File: src/logic/spp_pkg.sv
package spp_pkg;
  localparam logic [7:0] CH_EOT = 8'h04;
  localparam logic [7:0] CH_ENQ = 8'h05;
  localparam logic [7:0] CH_STX = 8'h02;
  localparam logic [7:0] CH_ETX = 8'h03;
  localparam logic [7:0] CH_NAK = 8'h15;
  localparam logic [7:0] CH_LF = 8'h0A;
  localparam logic [7:0] CH_CR = 8'h0D;
  localparam logic [7:0] CH_SPACE = 8'h20;
  localparam logic [7:0] CH_PLUS = 8'h2B;
  localparam logic [7:0] CH_MINUS = 8'h2D;
  localparam logic [7:0] CH_ZERO = 8'h30;
  localparam logic [7:0] CH_COLON = 8'h3A;
  // Number of decimal digits in a formatted value.
  localparam int NUM_DIGITS = 6;
  // Serial timer unit is 1 ms; minimum automatic period is 10 ms.
  localparam int TIMER_UNIT_NS = 1000000;
  localparam int CLK_PERIOD_NS = 50;
  localparam logic [15:0] TICK_CYCLES = 16'(TIMER_UNIT_NS / CLK_PERIOD_NS);
  localparam logic [13:0] TIMER_MIN_MS = 14'h000A;
  localparam int FIFO_DEPTH = 16;
  localparam int FIFO_WIDTH = 8;
endpackage
File: src/logic/spp_engine.sv
`timescale 1ns/100ps
// Serial poll and print engine: parses host requests, builds replies and print lines.
module spp_engine
  import spp_pkg::*;
(
  // Clock and reset.
  input wire logic ref_clk_in,
  input wire logic arst_n_in,
  // Received characters from the UART, one-cycle valid.
  input wire logic [7:0] rx_data_in,
  input wire logic rx_valid_in,
  // Transmit characters to the UART.
  output logic [7:0] tx_data_out,
  output logic tx_valid_out,
  input wire logic tx_ready_in,
  // Configuration settings.
  input wire logic print_mode_in,
  input wire logic compact_format_in,
  input wire logic [7:0] address_high_char_in,
  input wire logic [7:0] address_low_char_in,
  input wire logic [7:0] print_code_high_in,
  input wire logic [7:0] print_code_low_in,
  input wire logic [13:0] serial_timer_ms_in,
  input wire logic menu_active_in,
  input wire logic enter_short_press_in,
  // Register read port: value as sign and magnitude, sampled in the read-pulse cycle.
  output logic [7:0] reg_code_high_char_out,
  output logic [7:0] reg_code_low_char_out,
  output logic reg_read_out,
  input wire logic [19:0] reg_magnitude_in,
  input wire logic reg_negative_in,
  input wire logic reg_known_in
);
  typedef enum logic [3:0] {
    ST_IDLE, ST_ADDR_H, ST_ADDR_L, ST_CODE_H, ST_CODE_L, ST_ENQ,
    ST_FETCH, ST_CONVERT, ST_EMIT
  } spp_state_type;

  typedef enum logic [3:0] {
    EM_STX, EM_CODE_H, EM_CODE_L, EM_SPACE, EM_SIGN, EM_DIGIT,
    EM_ETX, EM_BCC, EM_LF, EM_CR, EM_EOT, EM_NAK, EM_DONE
  } spp_emit_type;

  typedef struct packed {
    spp_state_type st;
    spp_emit_type em;
    logic print;
    logic addr_ok;
    logic [7:0] code_h;
    logic [7:0] code_l;
    logic [19:0] value;
    logic neg;
    logic known;
    logic [NUM_DIGITS-1:0][3:0] dig;
    logic [2:0] didx;
    logic [4:0] conv;
    logic started;
    logic [7:0] bcc;
    logic [15:0] tick;
    logic [13:0] ms;
    logic pend;
    logic rd;
    logic [7:0] ch;
    logic ch_v;
    logic rxv1;
    logic rxv2;
    logic key1;
    logic key2;
    logic key3;
  } spp_state_struct_type;

  spp_state_struct_type s_r;
  spp_state_struct_type s_nxt;
  logic fifo_ready;
  logic [7:0] rx_q1_r;
  logic [7:0] rx_q2_r;

  spp_fifo #(
    .WIDTH(FIFO_WIDTH),
    .DEPTH(FIFO_DEPTH)
  ) u_fifo (
    .clk_in(ref_clk_in),
    .arst_n_in(arst_n_in),
    .wr_data_in(s_r.ch),
    .wr_valid_in(s_r.ch_v),
    .wr_ready_out(fifo_ready),
    .rd_data_out(tx_data_out),
    .rd_valid_out(tx_valid_out),
    .rd_ready_in(tx_ready_in)
  );

  // Received data ride beside the synchronised strobe so both arrive together.
  always_ff @(posedge ref_clk_in or negedge arst_n_in) begin
    if (!arst_n_in) begin
      rx_q1_r <= 8'h00;
      rx_q2_r <= 8'h00;
    end else begin
      rx_q1_r <= rx_data_in;
      rx_q2_r <= rx_q1_r;
    end
  end

  assign reg_code_high_char_out = s_r.code_h;
  assign reg_code_low_char_out = s_r.code_l;
  assign reg_read_out = s_r.rd;

  // All next-state logic lives in one process.
  always_comb begin
    logic [7:0] c;
    logic rx_ev;
    logic key_ev;
    logic fire;
    c = rx_q2_r;
    rx_ev = s_r.rxv2;
    key_ev = s_r.key2 && !s_r.key3;
    fire = 1'b0;
    s_nxt = s_r;
    s_nxt.rxv1 = rx_valid_in;
    s_nxt.rxv2 = s_r.rxv1;
    s_nxt.key1 = enter_short_press_in;
    s_nxt.key2 = s_r.key1;
    s_nxt.key3 = s_r.key2;
    s_nxt.rd = 1'b0;
    s_nxt.ch_v = 1'b0;

    // Serial timer in 1 ms steps; it is cleared and held at zero while the menu is open.
    if (!print_mode_in || menu_active_in || serial_timer_ms_in < TIMER_MIN_MS) begin
      s_nxt.tick = 16'h0000;
      s_nxt.ms = 14'h0000;
    end else if (s_r.tick == TICK_CYCLES - 16'h0001) begin
      s_nxt.tick = 16'h0000;
      if (s_r.ms >= serial_timer_ms_in - 14'h0001) begin
        s_nxt.ms = 14'h0000;
        fire = 1'b1;
      end else begin
        s_nxt.ms = s_r.ms + 14'h0001;
      end
    end else begin
      s_nxt.tick = s_r.tick + 16'h0001;
    end
    if (print_mode_in && !menu_active_in && serial_timer_ms_in == 14'h0000 && key_ev) begin
      fire = 1'b1;
    end
    if (fire) begin
      s_nxt.pend = 1'b1;
    end

    unique case (s_r.st)
      ST_IDLE: begin
        if (rx_ev && c == CH_EOT && !print_mode_in) begin
          s_nxt.st = ST_ADDR_H;
        end else if (s_r.pend && print_mode_in) begin
          s_nxt.pend = fire; // A trigger landing in this cycle stays pending.
          s_nxt.print = 1'b1;
          s_nxt.code_h = print_code_high_in;
          s_nxt.code_l = print_code_low_in;
          s_nxt.rd = 1'b1;
          s_nxt.st = ST_FETCH;
        end
      end
      ST_ADDR_H: begin
        if (rx_ev) begin
          s_nxt.addr_ok = (c == address_high_char_in);
          s_nxt.st = (c == CH_EOT) ? ST_ADDR_H : ST_ADDR_L;
        end
      end
      ST_ADDR_L: begin
        if (rx_ev) begin
          s_nxt.addr_ok = s_r.addr_ok && (c == address_low_char_in);
          s_nxt.st = (c == CH_EOT) ? ST_ADDR_H : ST_CODE_H;
        end
      end
      ST_CODE_H: begin
        if (rx_ev) begin
          s_nxt.code_h = c;
          s_nxt.st = (c == CH_EOT) ? ST_ADDR_H : ST_CODE_L;
        end
      end
      ST_CODE_L: begin
        if (rx_ev) begin
          s_nxt.code_l = c;
          s_nxt.st = (c == CH_EOT) ? ST_ADDR_H : ST_ENQ;
        end
      end
      ST_ENQ: begin
        if (rx_ev) begin
          s_nxt.print = 1'b0;
          if (c == CH_EOT) begin
            s_nxt.st = ST_ADDR_H;
          end else if (!s_r.addr_ok) begin
            s_nxt.st = ST_IDLE;
          end else if (c == CH_ENQ) begin
            s_nxt.rd = 1'b1;
            s_nxt.st = ST_FETCH;
          end else begin
            s_nxt.em = EM_NAK;
            s_nxt.st = ST_EMIT;
          end
        end
      end
      ST_FETCH: begin
        // Register value is sampled in the cycle of the read pulse, at the edge that ends it.
        s_nxt.value = reg_magnitude_in;
        s_nxt.neg = reg_negative_in;
        s_nxt.known = reg_known_in;
        for (int i = 0; i < NUM_DIGITS; i++) begin
          s_nxt.dig[i] = 4'h0;
        end
        s_nxt.conv = 5'h00;
        s_nxt.st = ST_CONVERT;
      end
      ST_CONVERT: begin
        // Shift-add-3 binary to BCD, one bit per cycle; cheap and fast enough for a UART.
        for (int i = 0; i < NUM_DIGITS; i++) begin
          s_nxt.dig[i] = (s_r.dig[i] >= 4'h5) ? s_r.dig[i] + 4'h3 : s_r.dig[i];
        end
        for (int i = NUM_DIGITS - 1; i > 0; i--) begin
          s_nxt.dig[i] = {s_nxt.dig[i][2:0], s_nxt.dig[i-1][3]};
        end
        s_nxt.dig[0] = {s_nxt.dig[0][2:0], s_r.value[19]};
        s_nxt.value = {s_r.value[18:0], 1'b0};
        s_nxt.conv = s_r.conv + 5'h01;
        if (s_r.conv == 5'h13) begin
          s_nxt.st = ST_EMIT;
          s_nxt.bcc = 8'h00;
          s_nxt.started = 1'b0;
          s_nxt.didx = 3'(NUM_DIGITS - 1);
          s_nxt.em = s_r.print ? (compact_format_in ? EM_SIGN : EM_SPACE) : EM_STX;
        end
      end
      ST_EMIT: begin
        // One character every other cycle: the gap lets the full flag see the last push,
        // so no character is dropped at the full edge; half rate is ample for a UART.
        if (fifo_ready && !s_r.ch_v) begin
          s_nxt.ch_v = 1'b1;
          unique case (s_r.em)
            EM_STX: begin
              s_nxt.ch = CH_STX;
              s_nxt.em = EM_CODE_H;
            end
            EM_CODE_H: begin
              s_nxt.ch = s_r.code_h;
              s_nxt.bcc = s_r.code_h;
              s_nxt.em = EM_CODE_L;
            end
            EM_CODE_L: begin
              s_nxt.ch = s_r.code_l;
              s_nxt.bcc = s_r.bcc ^ s_r.code_l;
              s_nxt.em = s_r.known ? EM_SIGN : EM_EOT;
            end
            EM_SPACE: begin
              s_nxt.ch = CH_SPACE;
              s_nxt.em = EM_SIGN;
            end
            EM_SIGN: begin
              if (!s_r.print && !s_r.neg) begin
                s_nxt.ch_v = 1'b0; // Positive reply values carry no sign.
              end
              s_nxt.ch = s_r.neg ? CH_MINUS : CH_PLUS;
              s_nxt.bcc = s_r.bcc ^ (s_r.print ? 8'h00 : s_nxt.ch);
              if (!s_r.print && !s_r.neg) begin
                s_nxt.bcc = s_r.bcc;
              end
              s_nxt.em = EM_DIGIT;
            end
            EM_DIGIT: begin
              s_nxt.ch = CH_ZERO | {4'h0, s_r.dig[s_r.didx]};
              if (!s_r.print && !s_r.started && s_r.dig[s_r.didx] == 4'h0
                  && s_r.didx != 3'h0) begin
                s_nxt.ch_v = 1'b0;
              end else begin
                s_nxt.started = 1'b1;
                s_nxt.bcc = s_r.bcc ^ s_nxt.ch;
              end
              if (s_r.didx == 3'h0) begin
                s_nxt.em = s_r.print ? (compact_format_in ? EM_CR : EM_LF) : EM_ETX;
              end else begin
                s_nxt.didx = s_r.didx - 3'h1;
              end
            end
            EM_ETX: begin
              s_nxt.ch = CH_ETX;
              s_nxt.bcc = s_r.bcc ^ CH_ETX;
              s_nxt.em = EM_BCC;
            end
            EM_BCC: begin
              s_nxt.ch = s_r.bcc;
              s_nxt.em = EM_DONE;
            end
            EM_LF: begin
              s_nxt.ch = CH_LF;
              s_nxt.em = EM_CR;
            end
            EM_CR: begin
              s_nxt.ch = CH_CR;
              s_nxt.em = EM_DONE;
            end
            EM_EOT: begin
              s_nxt.ch = CH_EOT;
              s_nxt.em = EM_DONE;
            end
            EM_NAK: begin
              s_nxt.ch = CH_NAK;
              s_nxt.em = EM_DONE;
            end
            EM_DONE: begin
              s_nxt.ch_v = 1'b0;
              s_nxt.st = ST_IDLE;
            end
            default: begin
              s_nxt.ch_v = 1'b0;
              s_nxt.st = ST_IDLE;
            end
          endcase
        end
      end
      default: begin
        s_nxt.st = ST_IDLE;
      end
    endcase
  end

  // State register.
  always_ff @(posedge ref_clk_in or negedge arst_n_in) begin
    if (!arst_n_in) begin
      s_r <= '0;
    end else begin
      s_r <= s_nxt;
    end
  end
endmodule

File: src/logic/spp_fifo.sv
`timescale 1ns/100ps
// Small synchronous FIFO; read data come from a register.
module spp_fifo #(
  parameter int WIDTH = 8,
  parameter int DEPTH = 16
) (
  // Clock and reset.
  input wire logic clk_in,
  input wire logic arst_n_in,
  // Filling side.
  input wire logic [WIDTH-1:0] wr_data_in,
  input wire logic wr_valid_in,
  output logic wr_ready_out,
  // Draining side.
  output logic [WIDTH-1:0] rd_data_out,
  output logic rd_valid_out,
  input wire logic rd_ready_in
);
  localparam int AW = $clog2(DEPTH);
  logic [WIDTH-1:0] mem [DEPTH];
  logic [AW-1:0] wp_r;
  logic [AW-1:0] rp_r;
  logic [AW:0] cnt_r;
  logic [WIDTH-1:0] out_r;
  logic outv_r;
  logic do_wr;
  logic do_rd;

  // The output register is refilled whenever it is empty or being drained.
  assign wr_ready_out = (cnt_r != (AW+1)'(DEPTH));
  assign do_wr = wr_valid_in && wr_ready_out;
  assign do_rd = (cnt_r != '0) && (!outv_r || rd_ready_in);
  assign rd_data_out = out_r;
  assign rd_valid_out = outv_r;

  // Storage has no reset; pointers, count and output stage do.
  always_ff @(posedge clk_in) begin
    if (do_wr) begin
      mem[wp_r] <= wr_data_in;
    end
  end

  // Pointer, count and output stage.
  always_ff @(posedge clk_in or negedge arst_n_in) begin
    if (!arst_n_in) begin
      wp_r <= '0;
      rp_r <= '0;
      cnt_r <= '0;
      out_r <= '0;
      outv_r <= 1'b0;
    end else begin
      if (do_wr) begin
        wp_r <= wp_r + 1'b1;
      end
      if (do_rd) begin
        rp_r <= rp_r + 1'b1;
        out_r <= mem[rp_r];
        outv_r <= 1'b1;
      end else if (rd_ready_in) begin
        outv_r <= 1'b0;
      end
      cnt_r <= cnt_r + (AW+1)'(do_wr) - (AW+1)'(do_rd);
    end
  end
endmodule

File: config.mk
export PLATFORM = sky130hd
export DESIGN_NAME = spp_engine
export DESIGN_NICKNAME = d
export VERILOG_FILES = /design/src/logic/spp_pkg.sv /design/src/logic/spp_engine.sv /design/src/logic/spp_fifo.sv
export SDC_FILE = /design/constraint.sdc
export NUM_CORES = 1
export LEC_CHECK = 0
export ABC_AREA = 1
export BUFFER_PORTS_ARGS = -buffer_cell sky130_fd_sc_hd__buf_2
export CORE_MARGIN = 2
export CORE_UTILIZATION = 35
export CTS_CLUSTER_SIZE = 30
export DETAILED_ROUTE_END_ITERATION = 8
export SLEW_MARGIN = 20
export SYNTH_ARGS = -nofsm -noshare
export SYNTH_HDL_FRONTEND = slang
export SYNTH_SLANG_ARGS = --single-unit
File: constraint.sdc
create_clock -name ref_clk_in -period 2.6 [get_ports ref_clk_in]
set_clock_uncertainty 0.15 [all_clocks]
set_input_delay 0.52 -clock ref_clk_in [delete_from_list [all_inputs] [get_ports ref_clk_in]]
set_output_delay 0.52 -clock ref_clk_in [all_outputs]
set_load 0.005 [all_outputs]
# Word-level counts from Yosys, hierarchy flattened
# Memory sizes are Yosys's and may differ from the RTL's. A register that Yosys moved wholly into a read port is not among the register bits.
# Index checks and enable logic that the tools add are counted.
# word_totals
register_bits	165
latch_bits	0
ram_bits	128
romBits	0
in_bits	84
output_inout_bits	26
word_cells	266
memories	1
# classes
addsub	15
mul	0
div_mod_pow	0
magnitude_cmp	9
n_eq_ne	50
shifts	0
muxes	92
n_bitwise	4
reduce_logical	58
# memory_table
name	depth	word_bits	read_ports	rd_ports_with_merged_regs	wr	line_no	rtl
u_fifo.mem	16	8	1	1	1	spp_fifo.sv:20	logic [WIDTH-1:0] mem [DEPTH];
# op_table
operator	count
one-hot mux 8 bit (12 select lines)	1
2-to-1 mux 4 bit	22
one-hot mux 4 bit (9 select lines)	2
2-to-1 mux 16 bit	3
one-hot mux 24 bit (2 select lines)	1
one-hot mux 20 bit (2 select lines)	1
one-hot mux 8 bit (5 select lines)	1
2-to-1 mux 9 bit	4
equality test 4 x 3 -> 1 bit (second input constant)	8
2-to-1 mux 8 bit	4
!= test 2 bit (second input constant)	16
one-hot mux 8 bit (2 select lines)	2
2-to-1 mux 3 bit	10
2-to-1 mux 30 bit	1
2-to-1 mux 14 bit	2
>= comparator 4 x 3 -> 1 bit (second input constant)	6
2-to-1 mux 1 bit	24
adder 4 x 2 -> 4 bit (second input constant)	5
equality test 4 bit (second input constant)	5
one-hot mux 9 bit (2 select lines)	1
AND reduction 9 bit	2
adder 16 x 1 -> 16 bit (second input constant)	1
equality test 16 x 15 -> 1 bit (second input constant)	1
equality test 4 x 2 -> 1 bit (second input constant)	4
50 further kinds	101

# Logic depth before layout (Yosys ltp)
# logic_depth
depth_word	10
mapped_depth	17
ltp_nobuf	17

# Modules after synthesis
# From an unflattened synthesis, not the netlist that was laid out.
# hier_totals
cells_unflattened	1829
area_unflattened_um2	15623.7
# by_module_without_submodules
module	n_inst	cells_each	area_each_um2	seq_area_each_um2
spp_engine	1	1178	8969.9	3778.6
spp_fifo	1	651	6653.9	4394.2

# Worst setup path before layout
# No wires, ideal clock.
# synth_timing
path_kind	input to register
start	in serial_timer_ms_in[2]
end	reg s_r[16] (netlist bit)
setup_time_ns	0.127
t_arrival_ns	2.761
t_required_ns	2.323
slack_ns	-0.438
stages	17
n_path_buf	0
cell_sequence	nor2_1 > nand2_1 > nor4_2 > nand2_1 > nor3_1 > nand3b_1 > xor2_1 > inv_1 > ha_1 > nand2_1 > nor2_1 > nand2_1 > o211a_1 > nand3_1 > clkinv_1 > nand3_1 > o21ai_0
# synth_via
elab_chain_len	5
elab_cells_between_ends	8
cone_classes	1 x add/sub; 2 x order compare; 3 x mux; 2 x reduce/logical
# synth_lines
item	line_no	rtl
from (decl)	spp_engine.sv:23	input wire logic [13:0] serial_timer_ms_in,
subtractor 14 x 1 -> 14 bit	spp_engine.sv:132	if (s_r.ms >= serial_timer_ms_in - 14'h0001) begin
>= comparator 14 bit	spp_engine.sv:132	
2-to-1 mux 14 bit	spp_engine.sv:132	
2-to-1 mux 14 bit	spp_engine.sv:130	end else if (s_r.tick == TICK_CYCLES - 16'h0001) begin
2-to-1 mux 30 bit	spp_engine.sv:127	if (!print_mode_in || menu_active_in || serial_timer_ms_in < TIMER_MIN_MS) begin
to (signal assigned)	spp_engine.sv:328	s_r <= s_nxt;
to (decl)	spp_engine.sv:72	spp_state_struct_type s_r;
# Parallel ways exist; a longest one is shown, timed or not. The select of a mux whose other input is x is not followed.
# A chain may end at the register's enable or synchronous reset.

# Worst setup path in the final report
# layout_timing
start	in serial_timer_ms_in[1]
end	reg s_r[25] (netlist bit)
# The elaborated chain is that of the path after synthesis.

==> summary.md <==
| Metric | Value |
|---|---|
| Final setup fails | `0` |
| Synth Register Bits | `301` |
| Final Cell Area | `about 18000 um^2` |
| Met3 WL | `between 2000 and 2500 um` |
| Initial core utilization | `between 30% and 40%` |
| Area grow syn2layout | `19.5%` |
| Status | `completed` |
| Max Freq | `404 MHz` |
| First-pass GRT wire length | `a little over 60000 um` |
| GP Congestion | `0.908` |
| Peak VDD IR | `0.615 mV` |
| GRT Overall Usage | `about 17%` |
| CTS sink count | `~300` |
| R2R setup slack | `roughly 0.14 ns` |
| Max-slew violations | `0` |
| Synth area leaders | `dfrtp_1 (29%), edfxtp_1 (26%), nand2_1 (7.7%), o21ai_0 (5.4%), nor2_1 (4.8%)` |
| Final period utilization | `between 90% and 100%` |
| Final core utilization | `between 40% and 50%` |
| RSZ-0062 raised after global routing | `true` |
| Adder-cell area share of the yosys netlist | `about 3.7%` |
| Fillers | `between 4000 and 5000` |
| LEAKAGE | `7.64 nW` |
| Vias in the first global route | `between 10000 and 15000` |
| CP max stage delay | `between 0.2 and 0.3 ns` |
| Clock transition at the registers of the reported paths | `approximately 0.060 ns` |
| Syn Nets | `about 1800` |
| Drt initial violations | `between 600 and 700` |
| Crit Path Class | `input pin to flop` |
| Share of layout cells above drive strength 1 | `16.8%` |
| Worst skew pair latency | `roughly 0.55 ns` |
| I/O Buffers | `109` |
| Clock tree from TritonCTS | `done` |
| Compound-Gate Fraction of Synth Area | `about 14%` |
| TritonRoute pass-1 iters | `5` |
| Critical path's slowest cell | `ha_4` |
| Synth cell types | `57` |
| Core Region | `roughly 42000 um^2` |
| Main flop type after synthesis | `dfrtp_1` |
| Worst Hold Slack | `roughly 0.047 ns` |
| Synth warnings | `0` |
| Sequential area share after synthesis | `between 50% and 60%` |
| DR vias | `between 10000 and 15000` |
| Remaining Overflow, GRT | `0` |
| Mapped Cells | `between 1500 and 2000` |
| Die Height | `~210 um` |
| Clk buf depth | `3` |
| Combinational family with the most area after synthesis | `simple AND/OR/NAND/NOR gates` |
| Minimum clock period after layout | `~2.5 ns` |
| Synth top area share | `between 20% and 30%` |
| Critical path peak fanout | `7` |
| Hold Path Class | `input pin to flop` |
| Synthesized cell area | `~15000 um^2` |
| DR top layer | `met4` |
| Final Hold Viols | `0` |
| Chip width | `211 um` |
| Placed Area | `between 15000 and 20000 um^2` |
| TritonCTS buffer count | `36` |
| Nets@finish | `roughly 1900` |
| Inst Count DP | `2273` |
| DR WL/cell | `between 15 and 20 um` |
| Syn Area/Cell | `around 9.2 um^2` |
| DIE AREA | `between 40000 and 50000 um^2` |
| Synth Area in Simple Gates | `a little under a fifth` |
| DRC | `0` |
| Commonest cells after routing, fill and taps aside | `nand2_1 (303), nor2_1 (175), dfrtp_1 (173), inv_1 (164), o21ai_0 (158)` |
| Pin count of the biggest net entering global routing | `66` |
| Met2 routed WL | `between 15000 and 20000 um` |
| Crit path cell chain | `buf_8 > nor2_4 > nand2_2 > nor4_4 > nand2_1 > nor3_2 > nand3b_1 > xor2_1 > inv_1 > ha_4 > buf_6 > a21oi_2 > o211a_1 > nand3_4 > o31ai_1` |
| Max Cap Violations | `0` |
| CP arrival | `2.77 ns` |
| Mux share of post-synthesis cell area | `0.0665%` |
| Initial antenna violation count | `0` |
| # IOs | `110` |
| CTS H-tree depth | `2` |
| Worst endpoint required time | `about 2.9 ns` |
| Crit. End Element | `flop` |
| Max_slew headroom | `50.3%` |
| Layout Cells excl Fill | `around 2400` |
| Num rows | `75` |
| Power Dens Cells | `around 1000 nW/um^2` |
| Startpoint Class | `input pin` |
| HPWL Detailed | `between 20000 and 30000 um` |
| Root buffer cell | `clkbuf_16` |
| Vias per std cell | `approximately 5` |
| Antenna-violating nets left | `0` |
| Post-Synth XOR/XNOR Area | `2.73%` |
| Number of flops mapped to enable cells by yosys | `approximately 130` |
| Asr flop ratio synth | `between 50% and 60%` |
| Post-synth top area cell | `dfrtp_1` |
| Drt total wl | `37600 um` |
| Ant diodes | `0` |
| Total power | `roughly 0.019 W` |
| WL met1 | `roughly 17000 um` |
| Slew @ Worst Pin | `0.743 ns` |
| Commonest non-fill, non-tap cell in the layout | `nand2_1` |
==> synth_stat cells, types with 2 or more instances <==
cell type,instances
nor3_2,2
xnor2_1,9
buf_2,9
ha_1,43
o22ai_1,26
o31ai_1,4
nor3_1,21
a31oi_1,16
nor2_4,5
inv_1,168
xor2_1,38
a21oi_1,37
o21ai_0,163
nand4_1,15
o2111ai_1,2
clkbuf_1,32
o211ai_1,44
edfxtp_1,128
nor2_2,10
buf_6,2
nand3_1,84
nor2_1,192
o32ai_1,5
nand4_2,2
clkinv_1,3
o221ai_1,21
dfrtp_1,173
inv_2,12
nand2_2,4
nor4_1,8
nand3b_1,4
nand2_1,307
o21ai_1,5
a211oi_1,3
buf_4,20
==> final cells by class <==
| type | instances | area [um^2] | share of cell area [%] |
|---|---|---|---|
| Inverter | 184 | 709 | 3.94 |
| Multi-Input combinational cell | 1090 | 6000 | 33.4 |
| Timing Repair Buffer | 172 | 1140 | 6.32 |
| Clock inverter | 22 | 325 | 1.81 |
| Clock buffer | 44 | 961 | 5.34 |
| Timing Repair inverter | 1 | 6.26 | 0.0348 |
| Sequential cell | 301 | 8170 | 45.4 |
| Tap cell | 539 | 674 | 3.75 |
==> repair_timing <==
| action | CTS | global route |
|---|---|---|
| gates resized for setup | 0 | 42 |
| endpoints found under the hold margin | 51 | 0 |
| endpoints found under the setup margin | 0 | 122 |
| hold buffers | 11 | 0 |
| setup buffers | 0 | 2 |
==> registers in the layout, summed over array words and instances, names as in the netlist <==
register	flops
u_fifo.rp_r	4
u_fifo.wp_r	4
u_fifo.rd_valid_out	1
reg_read_out	1
u_fifo.cnt_r	5
u_fifo.mem	128
reg_code_low_char_out	8
u_fifo.rd_data_out	8
reg_code_high_char_out	8
s_nxt	3
s_r	115
rx_q1_r	8
rx_q2_r	8
==> metal layers <==
metal	vias up	global-route usage [%]
met5	-	0
met4	0	6.39
met3	70	3.29
met2	295	27.6
met1	5689	22.9
li1	5888	-
==> logic make-up after synthesis <==
| family | Yosys count |
|---|---|
| and+or+nand+nor | 659 |
| AOI/OAI and AO/OA | 339 |
| DFF | 301 |
| buffers and inverters | 248 |
| xor gates and xnor gates | 47 |
| adders and majority gates | 44 |
| muxes | 1 |
==> final timing paths <==
| check | startpoint | end | cells after the start |
|---|---|---|---|
| min in group asynchronous | arst_n_in | s_r[91] | 2 |
| max reg2reg | u_fifo.cnt_r[2] | u_fifo.mem[5][4] | 7 |
| max | serial_timer_ms_in[1] | s_r[25] | 15 |
| min | reg_magnitude_in[0] | s_r[89] | 3 |
| max in group asynchronous | arst_n_in | s_r[37] | 3 |
| min reg2reg | rx_q1_r[2] | rx_q2_r[2] | 0 |
==> worst max-delay path, delay by kind of cell <==
family,cells,cell delay (ns)
xor gates and xnor gates,1,0.17
buffers and inverters,3,0.30
adders and majority gates,1,0.25
AOI/OAI and AO/OA,3,0.53
and+or+nand+nor,7,1.01
==> through the flow <==
stage	TNS (ns)	worst slack, ns
final	0	0.124
after global routing	-0.229	-0.0726
after CTS	0	0.0293
after detailed placement	-6.18	-0.462
after global placement	-4.90	-0.366
after floorplan	-0.497	-0.0661
==> where the power goes <==
group          switching, W  internal, W  total, W
Combinational       0.00406      0.00218   0.00624
Clock               0.00206      0.00336   0.00542
Sequential          0.00103      0.00609   0.00712
Total               0.00715       0.0116    0.0188
(Power assumes the default switching activity.)
